[config.mk]
export PLATFORM = sky130hd
export DESIGN_NAME = apmio_core
export DESIGN_NICKNAME = d
export VERILOG_FILES = /design/src/apmio_pkg.sv /design/src/apmio_motion_if.sv /design/src/apmio_axis.sv /design/src/apmio_core.sv
export SDC_FILE = /design/constraint.sdc
export NUM_CORES = 2
export LEC_CHECK = 0
export BUFFER_PORTS_ARGS = -buffer_cell sky130_fd_sc_hd__buf_2
export CORE_ASPECT_RATIO = 2
export CORE_MARGIN = 10
export CORE_UTILIZATION = 55
export DETAILED_ROUTE_END_ITERATION = 8
export GPL_TIMING_DRIVEN = 0
export PLACE_DENSITY = 0.71
export RECOVER_POWER = 25
export SYNTH_ARGS = -nofsm -noshare
export SYNTH_HDL_FRONTEND = slang
export SYNTH_HIERARCHICAL = 1
export SYNTH_SLANG_ARGS = --single-unit
[constraint.sdc]
create_clock -name CLK_SYS_I -period 6.6 [get_ports CLK_SYS_I]
set_clock_uncertainty 0.2 [all_clocks]
set_input_delay 1.98 -clock CLK_SYS_I [delete_from_list [all_inputs] [get_ports CLK_SYS_I]]
set_output_delay 1.98 -clock CLK_SYS_I [all_outputs]
set_load 0.01 [all_outputs]
[src/apmio_pkg.sv]
/*
  Shared constants and types of the point-move handshake block.
  Assumes a single 100 MHz system clock; every slower rate is an enable.
*/
`default_nettype none
package apmio_pkg;

  // ****************************************************************
  // widths and depths
  // ****************************************************************
  localparam int SEL_W    = 6;   // point-select lines, point 0 to 63
  localparam int PT_DEPTH = 64;  // stored points
  localparam int POS_W    = 16;  // signed coordinate width in steps

  // ****************************************************************
  // timing
  // ****************************************************************
  localparam int CLK_PERIOD_NS  = 10;
  localparam int STEP_PERIOD_NS = 10000;  // least time between motor steps
  localparam int STEP_CYCLES    = (STEP_PERIOD_NS + CLK_PERIOD_NS - 1) / CLK_PERIOD_NS;

  // ****************************************************************
  // reset values
  // ****************************************************************
  localparam logic POS_DONE_RST  = 1'b0;  // nothing finished yet after power-up
  localparam logic GRIP_DONE_RST = 1'b0;
  localparam logic ALARM_RST     = 1'b0;

  // ****************************************************************
  // sequencer states
  // ****************************************************************
  typedef enum logic [1:0] {
    ST_IDLE,
    ST_MOVE,
    ST_ALARM
  } apmio_state_t;

endpackage
`default_nettype wire

[src/apmio_motion_if.sv]
/*
  Interface between the command sequencer and the axis stepper.
  Assumes both ends run on the same system clock.
*/
`timescale 1ns/1ps
`default_nettype none
interface apmio_motion_if #(
  parameter int POS_W = 16
);
  logic                    load;      // one-cycle: take a new target
  logic signed [POS_W-1:0] target;    // absolute target in steps
  logic                    stop;      // level: abort and hold still
  logic                    busy;      // moving toward the target
  logic                    arrived;   // one-cycle: target reached normally
  logic signed [POS_W-1:0] position;  // present coordinate
  logic                    step;      // one-cycle motor step pulse
  logic                    dir;       // 1 = toward larger coordinates

  modport ctrl (output load, target, stop, input busy, arrived, position, step, dir);
  modport axis (input load, target, stop, output busy, arrived, position, step, dir);
endinterface
`default_nettype wire

[src/apmio_axis.sv]
/*
  Axis stepper: walks the present coordinate one step per step period
  toward the loaded target and reports arrival.
  Assumes the sequencer gives a load only while the axis is not busy.
*/
`timescale 1ns/1ps
`default_nettype none
module apmio_axis
  import apmio_pkg::*;
#(
  parameter int AX_POS_W    = apmio_pkg::POS_W,
  parameter int STEP_CYC    = apmio_pkg::STEP_CYCLES
) (
  input  wire logic      clk_i,
  input  wire logic      rst_n_i,
  apmio_motion_if.axis   mif
);

  localparam int CW = $clog2(STEP_CYC + 1);
  localparam logic [CW-1:0] CNT_LAST = CW'(STEP_CYC - 1);

  generate
    if (STEP_CYC < 1 || AX_POS_W < 2) begin : g_bad
      $error("apmio_axis: step period or width out of range");
    end
  endgenerate

  logic [CW-1:0]              cnt;
  logic signed [AX_POS_W-1:0] tgt;
  logic signed [AX_POS_W-1:0] next_position;
  logic                       tick;

  // ****************************************************************
  // step-rate divider
  // ****************************************************************
  // runs only while busy so the first step comes a full period after load
  always_ff @(posedge clk_i or negedge rst_n_i) begin
    if (!rst_n_i) begin
      cnt <= '0;
    end else if (!mif.busy || mif.stop || cnt == CNT_LAST) begin
      cnt <= '0;
    end else begin
      cnt <= cnt + CW'(1);
    end
  end

  assign tick = mif.busy && !mif.stop && (cnt == CNT_LAST);

  // one step toward the target
  always_comb begin
    next_position = mif.position;
    if (tgt > mif.position) begin
      next_position = mif.position + AX_POS_W'(1);
    end else if (tgt < mif.position) begin
      next_position = mif.position - AX_POS_W'(1);
    end
  end

  // ****************************************************************
  // target, coordinate and state
  // ****************************************************************
  always_ff @(posedge clk_i or negedge rst_n_i) begin
    if (!rst_n_i) begin
      tgt          <= '0;
      mif.position <= '0;
      mif.busy     <= 1'b0;
      mif.arrived  <= 1'b0;
      mif.step     <= 1'b0;
      mif.dir      <= 1'b0;
    end else begin
      mif.arrived <= 1'b0;
      mif.step    <= 1'b0;
      if (mif.stop) begin
        mif.busy <= 1'b0;  // abort: no arrival is reported
      end else if (mif.load && !mif.busy) begin
        tgt         <= mif.target;
        mif.busy    <= (mif.target != mif.position);
        mif.arrived <= (mif.target == mif.position);  // already there
        mif.dir     <= (mif.target > mif.position);
      end else if (tick) begin
        mif.position <= next_position;
        mif.step     <= 1'b1;
        if (next_position == tgt) begin
          mif.busy    <= 1'b0;
          mif.arrived <= 1'b1;
        end
      end
    end
  end

endmodule
`default_nettype wire

[src/apmio_core.sv]
/*
  Top of the point-move handshake block: pin synchronisers, point table,
  command sequencer, done, ready and energise outputs.
  Assumes the point table is written by same-clock logic, alarm sources
  and grip-completion come from same-clock logic, and the remaining
  inputs are pins from an external controller.
*/
`timescale 1ns/1ps
`default_nettype none
module apmio_core
  import apmio_pkg::*;
#(
  parameter int CORE_POS_W = apmio_pkg::POS_W,
  parameter int STEP_CYC   = apmio_pkg::STEP_CYCLES
) (
  input  wire logic                          CLK_SYS_I,
  input  wire logic                          RSTN_I,
  input  wire logic [apmio_pkg::SEL_W-1:0]   POINT_SELECT_I,
  input  wire logic                          MOVE_START_I,
  input  wire logic                          GRIP_MODE_I,
  input  wire logic                          GRIP_DONE_EVT_I,
  input  wire logic                          ALARM_EVT_I,
  input  wire logic                          PT_WR_I,
  input  wire logic [apmio_pkg::SEL_W-1:0]   PT_IDX_I,
  input  wire logic [CORE_POS_W-1:0]         PT_VALUE_I,
  input  wire logic                          PT_REL_I,
  output logic                               POSITION_DONE_O,
  output logic                               MOVE_OR_GRIP_DONE_O,
  output logic                               READY_O,
  output logic                               MOTOR_ENERGIZE_O,
  output logic                               STEP_O,
  output logic                               DIR_O,
  output logic                               BUSY_O,
  output logic [CORE_POS_W-1:0]              POSITION_O
);

  import apmio_pkg::*;

  generate
    if (CORE_POS_W < 2 || STEP_CYC < 1) begin : g_bad
      $error("apmio_core: width or step period out of range");
    end
  endgenerate

  // ****************************************************************
  // declarations
  // ****************************************************************
  logic [SEL_W-1:0]        sel_s1;
  logic [SEL_W-1:0]        sel_s2;
  logic                    start_s1;
  logic                    start_s2;
  logic                    start_s3;
  logic                    grip_s1;
  logic                    grip_s2;
  logic                    start_evt;
  logic                    accept;
  logic [SEL_W-1:0]        point_no;
  logic [CORE_POS_W-1:0]   pt_value [PT_DEPTH];
  logic                    pt_rel   [PT_DEPTH];
  logic signed [CORE_POS_W-1:0] next_target;
  logic                    alarm;
  logic                    pos_done;
  logic                    grip_done;
  apmio_state_t            state;

  apmio_motion_if #(.POS_W(CORE_POS_W)) mif ();

  // ****************************************************************
  // pin synchronisers
  // ****************************************************************
  // first stage is read only by the second; edge detect uses stages 2 and 3
  always_ff @(posedge CLK_SYS_I or negedge RSTN_I) begin
    if (!RSTN_I) begin
      sel_s1   <= '0;
      sel_s2   <= '0;
      start_s1 <= 1'b0;
      start_s2 <= 1'b0;
      start_s3 <= 1'b0;
      grip_s1  <= 1'b0;
      grip_s2  <= 1'b0;
    end else begin
      sel_s1   <= POINT_SELECT_I;
      sel_s2   <= sel_s1;
      start_s1 <= MOVE_START_I;
      start_s2 <= start_s1;
      start_s3 <= start_s2;
      grip_s1  <= GRIP_MODE_I;
      grip_s2  <= grip_s1;
    end
  end

  // a command is the rising edge of the start line
  assign start_evt = start_s2 && !start_s3;
  // commands are refused while moving or in alarm; a refused edge is dropped
  assign accept    = start_evt && (state == ST_IDLE);

  // select lines read as an unsigned number, line 0 least significant
  assign point_no  = sel_s2;

  // ****************************************************************
  // point table
  // ****************************************************************
  // flip-flop storage; a write during a move affects only later commands
  always_ff @(posedge CLK_SYS_I or negedge RSTN_I) begin
    if (!RSTN_I) begin
      for (int i = 0; i < PT_DEPTH; i++) begin
        pt_value[i] <= '0;
        pt_rel[i]   <= 1'b0;
      end
    end else if (PT_WR_I) begin
      pt_value[PT_IDX_I] <= PT_VALUE_I;
      pt_rel[PT_IDX_I]   <= PT_REL_I;
    end
  end

  // target of the selected point: stored coordinate or present plus amount
  always_comb begin
    if (pt_rel[point_no]) begin
      next_target = mif.position + $signed(pt_value[point_no]);
    end else begin
      next_target = $signed(pt_value[point_no]);
    end
  end

  // ****************************************************************
  // alarm latch
  // ****************************************************************
  // only the power-on reset clears it; there is no software clear on purpose
  always_ff @(posedge CLK_SYS_I or negedge RSTN_I) begin
    if (!RSTN_I) begin
      alarm <= ALARM_RST;
    end else if (ALARM_EVT_I) begin
      alarm <= 1'b1;
    end
  end

  // ****************************************************************
  // command sequencer
  // ****************************************************************
  always_ff @(posedge CLK_SYS_I or negedge RSTN_I) begin
    if (!RSTN_I) begin
      state <= ST_IDLE;
    end else begin
      case (state)
        ST_IDLE: begin
          if (alarm || ALARM_EVT_I) begin
            state <= ST_ALARM;
          end else if (accept) begin
            state <= ST_MOVE;
          end
        end
        ST_MOVE: begin
          if (alarm || ALARM_EVT_I) begin
            state <= ST_ALARM;
          end else if (mif.arrived) begin
            state <= ST_IDLE;
          end else if (grip_s2 && GRIP_DONE_EVT_I) begin
            state <= ST_IDLE;  // gripped before the target: stop here
          end
        end
        ST_ALARM: begin
          state <= ST_ALARM;
        end
        default: begin
          state <= ST_ALARM;
        end
      endcase
    end
  end

  // axis drive: one load per accepted command unless an alarm is latched or arriving, stop on alarm or grip hold
  assign mif.load   = accept && !alarm && !ALARM_EVT_I;
  assign mif.target = next_target;
  // the raw alarm event stops the axis in its own cycle, so no step lands unreported
  assign mif.stop   = alarm || ALARM_EVT_I || (state == ST_ALARM)
                   || (state == ST_MOVE && grip_s2 && GRIP_DONE_EVT_I);

  apmio_axis #(
    .AX_POS_W (CORE_POS_W),
    .STEP_CYC (STEP_CYC)
  ) u_axis (
    .clk_i   (CLK_SYS_I),
    .rst_n_i (RSTN_I),
    .mif     (mif)
  );

  // ****************************************************************
  // completion flags
  // ****************************************************************
  // accept and arrival never meet: accept needs idle, arrival needs a move
  always_ff @(posedge CLK_SYS_I or negedge RSTN_I) begin
    if (!RSTN_I) begin
      pos_done <= POS_DONE_RST;
    end else if (state == ST_MOVE && mif.arrived && !alarm && !ALARM_EVT_I) begin
      pos_done <= 1'b1;
    end else if (mif.load) begin
      pos_done <= 1'b0;
    end
  end

  // grip completion only counts while gripping mode is selected
  always_ff @(posedge CLK_SYS_I or negedge RSTN_I) begin
    if (!RSTN_I) begin
      grip_done <= GRIP_DONE_RST;
    end else if (state == ST_MOVE && grip_s2 && GRIP_DONE_EVT_I && !alarm && !ALARM_EVT_I) begin
      grip_done <= 1'b1;
    end else if (mif.load) begin
      grip_done <= 1'b0;
    end
  end

  // ****************************************************************
  // outputs
  // ****************************************************************
  // all registered so the pins never glitch on a select change
  always_ff @(posedge CLK_SYS_I or negedge RSTN_I) begin
    if (!RSTN_I) begin
      POSITION_DONE_O     <= 1'b0;
      MOVE_OR_GRIP_DONE_O <= 1'b0;
      READY_O             <= 1'b0;
      MOTOR_ENERGIZE_O    <= 1'b0;
      STEP_O              <= 1'b0;
      DIR_O               <= 1'b0;
      BUSY_O              <= 1'b0;
      POSITION_O          <= '0;
    end else begin
      POSITION_DONE_O     <= pos_done;
      MOVE_OR_GRIP_DONE_O <= grip_s2 ? grip_done : pos_done;
      READY_O             <= !alarm && !ALARM_EVT_I;
      MOTOR_ENERGIZE_O    <= !alarm && !ALARM_EVT_I;
      STEP_O              <= mif.step && !alarm;
      DIR_O               <= mif.dir;
      BUSY_O              <= (state == ST_MOVE);
      POSITION_O          <= mif.position;
    end
  end

endmodule
`default_nettype wire

==> metrics <==
outcome=finished, violations left; failing checks=max-capacitance violations, max-slew violations; TritonCTS Buffers=102; final hold slack=0.157 ns; Clk pwr share=a little over a third; Remaining Overflow, GRT=0; R2R setup slack=between 0.1 and 0.15 ns; CP max stage delay=0.62 ns; Max Slew Vio Count=461; final setup violation count=0; Worst IR Drop VDD=around 0.00022 V; sw power=between 4 and 5 mW; fillcell total=7,548; layout cell share with drive strength beyond 1=between 40% and 50%; RR Endpoint=u_axis/mif.busy; Sw Share=a little over a quarter; FF-to-FF Start=point_no[0]; crit path capture=u_axis/mif.busy; clk sink count=1,178; most common cell after layout, fill and taps aside=dfrtp_1; CTS HTree Levels=3; Yosys reg bits=between 1,000 and 1,500; via count=between 30,000 and 40,000; Critical-path top delay cell=mux4_2; Logic pwr share=between 15 and 20%; Avg Inst Size Synth=~15 µm²; first-pass GRT wire length=259,000 µm; dpl hpwl=around 130,000 µm; Syn Inst Count=roughly 3,600; clk root buf=clkbuf_16; simple-gate share of the synthesized area=3.32%; Initial Utilization=55.4%; Die X=244 µm; post-synthesis compound-gate area fraction=under 10%; Primary FF master, synth=dfrtp_1; Hold Path Class=reg -> reg; period utilization=98.1%; initial antenna violation count=5; mux cell area share after synthesis=a little over a third; Total Wirelength=181,000 µm; Pint=around 13 mW; ordered cell list for the critical path=buf_12 -> buf_8 -> buf_12 -> mux4_2 -> mux4_2 -> a22oi_1 -> nand2_2 -> ha_2 -> nand4_1 -> or4_1 -> o211ai_1 -> mux2i_1 -> o41ai_1 -> xnor2_1 -> ha_1 -> and3_1 -> and3_1 -> nor2b_1 -> o21bai_1 -> a31oi_1; port bufs=41; Die H=469 µm; GRT Overall Usage=31.7%; worst-skew pair later-pin latency=roughly 0.75 ns; Post-Synth Adder-Cell Area=~1.2%; Setup TNS Final=0 ns; number of max-cap violations=5; P&R area growth vs syn=11.1%; Final Hold Fails=0; antenna-violating nets left=0; largest net degree at the start of global routing=~170; Setup crit start=point_no[0]; Detailed Routing Iterations Pass 1=7; crit path DAT=6.94 ns; I/O pins=59; WP data required=7.06 ns; LEAKAGE=roughly 28 nW; Post-synth EDFFs=0; CTS Hold Bufs=0; Worst Max-Slew Pin Slew=3.55 ns; post-synthesis cell type count=just under 90; die area=roughly 110,000 µm²; Slew headroom=-136%; Max Buffers Root-to-Sink=3; initial drt markers=approximately 3,000; final net count=a little under 4,000; min Tclk post-route=6.47 ns; largest family of logic cells by synthesized area=multiplexers; post-synthesis sequential area ratio=53.2%; vias in the first global route=36,500; # DRC=0; clock transition at the registers of the reported paths=0.07 ns; Power Dens Cells=between 200 and 300 nW/µm²; Async SR Flop Fraction=100%; synth warn=6; CORE AREA=roughly 100,000 µm²; worst-path fanout max=10; crit start category=flip-flop; Reg2Reg Depth=20; Routed WL per cell=~35 µm; Mapped Area=55,400 µm²; post-synth net total=3,706; critical path type=reg -> reg; vias per cell=6.60; crit end category=flip-flop; Sequential Power Share=48.6%; row count=approximately 160; Synth Area in XOR/XNOR=0.901%; Hold Path Origin=sel_s1[3]; TritonCTS clock tree=yes; fmax=0.154 GHz; most frequent cells in the layout=dfrtp_1, mux2_2, mux4_2; gp weighted congestion=0.964
[state kept, by name (all words and copies together) (netlist names), 2 cells and up]
signal / cells
point_no: 6
u_axis/mif.position: 16
sel_s1: 6
u_axis/cnt: 10
pt_rel: 64
u_axis/tgt: 16
POSITION_O: 16
pt_value: 1024
state: 2
[metal layers]
metal  wire length (µm)  track usage (%)  share of wire [%]
met1              59400             32.3                 33
met3               9930             5.88                5.5
met5                 22                0              0.012
met2              92300             54.6                 51
met4              19200             29.3                 11
[area by class of cell]
type	instances	area (µm²)	area share, %
sequential	1178	29500	47.9
multi-input combinational	2112	24600	39.9
clock buffer	150	3040	4.94
buffer	295	1710	2.78
tap	1328	1660	2.70
timing repair buffer	78	567	0.921
clock inverter	37	412	0.669
inverter	33	124	0.201
antenna	2	5.00	0.00813
[how the worst min path moves through the flow]
stage	end	slack [ns]	depth (start not counted)
CTS	point_no[4]	0.16	0
global route	point_no[4]	0.17	0
detailed placement	point_no[3]	0.14	0
finish	point_no[3]	0.16	0
floorplan	grip_s2	0.13	0
global placement	point_no[1]	0.14	0
[synthesized netlist by cell type (all sizes together), types with 3 or more instances]
| master | instances | area [µm²] |
|---|---|---|
| and2 | 4 | 25.0 |
| nand3 | 31 | 155 |
| nor4b | 6 | 52.6 |
| o211ai | 7 | 52.6 |
| ha | 50 | 626 |
| a41oi | 3 | 45.1 |
| or2 | 6 | 37.5 |
| and3 | 13 | 81.3 |
| mux2i | 18 | 184 |
| dfrtp | 1178 | 29500 |
| nor2b | 20 | 125 |
| o31ai | 4 | 35.0 |
| nand2 | 88 | 333 |
| nand4 | 16 | 106 |
| o21bai | 3 | 22.5 |
| clkbuf | 213 | 800 |
| nand2b | 14 | 87.6 |
| or3 | 5 | 31.3 |
| nor4 | 21 | 138 |
| o21ai | 25 | 129 |
| mux4 | 334 | 7520 |
| a211o | 4 | 35.0 |
| mux2 | 1116 | 12600 |
| nor3 | 23 | 125 |
| o22ai | 7 | 43.8 |
| buf | 83 | 492 |
| a2111oi | 3 | 45.1 |
| a21o | 9 | 75.1 |
| xnor2 | 40 | 350 |
| o21a | 4 | 30.0 |
| inv | 32 | 120 |
| a21oi | 39 | 206 |
| and4 | 3 | 26.3 |
| a311oi | 3 | 26.3 |
| a22oi | 23 | 173 |
| nor2 | 99 | 374 |
| a31oi | 6 | 52.6 |
| xor2 | 17 | 149 |
| a32oi | 3 | 26.3 |
| o31a | 3 | 26.3 |
| a211oi | 4 | 30.0 |
| or4 | 6 | 45.0 |
[repair_timing]
action / CTS / global route
buffers inserted: 0 / 27
pin swaps: 0 / 3
setup endpoints to repair: 5 / 3
gates resized for setup: 125 / 53
[kinds of logic (layout without fill, tap and decap cells)]
| kind of cell | count (synthesis) | after routing |
|---|---|---|
| muxes | 1468 | 1468 |
| DFF | 1178 | 1178 |
| and+or+nand+nor | 366 | 366 |
| buffers and inverters | 329 | 593 |
| AOI/OAI and AO/OA | 170 | 170 |
| xor gates and xnor gates | 57 | 57 |
| adders and majority gates | 51 | 51 |
| other | 0 | 2 |
[power groups by stage]
stage          registers (mW)  clock network (mW)  logic, mW
6_report                 8.56                6.30       2.76
5_1_grt                  8.64                6.60       2.92
4_1_cts                  8.54                6.34       2.72
3_5_place_dp             8.67                   0       2.68
3_3_place_gp             8.64                   0       2.60
2_1_floorplan            8.50                   0       1.84
[stage by stage]
step	power, mW	cells	worst slack, ns	utilization, %	cell area (µm²)
final	17.6	5213	0.127	61.6	61600
after global routing	18.2	5212	-0.0344	61.6	61600
after CTS	17.6	5184	0.0109	61.3	61300
after detailed placement	11.4	4998	-1.30	57.6	57500
after global placement	11.2	4988	-22.44	57.3	57300
after floorplan	10.3	3619	1.01	-	55400
[critical path, delay by kind of cell (launching register included)]
family,cells,cell delay (ns)
AND/OR/NAND/NOR,6,1.51
multiplexers,3,1.33
AO/OA/AOI/OAI,5,1.26
adder cells (fa/ha/maj),2,0.80
buffers and inverters,3,0.64
flip-flops,1,0.41
XOR/XNOR,1,0.17
Note: power is estimated with default switching activity, not from simulation.
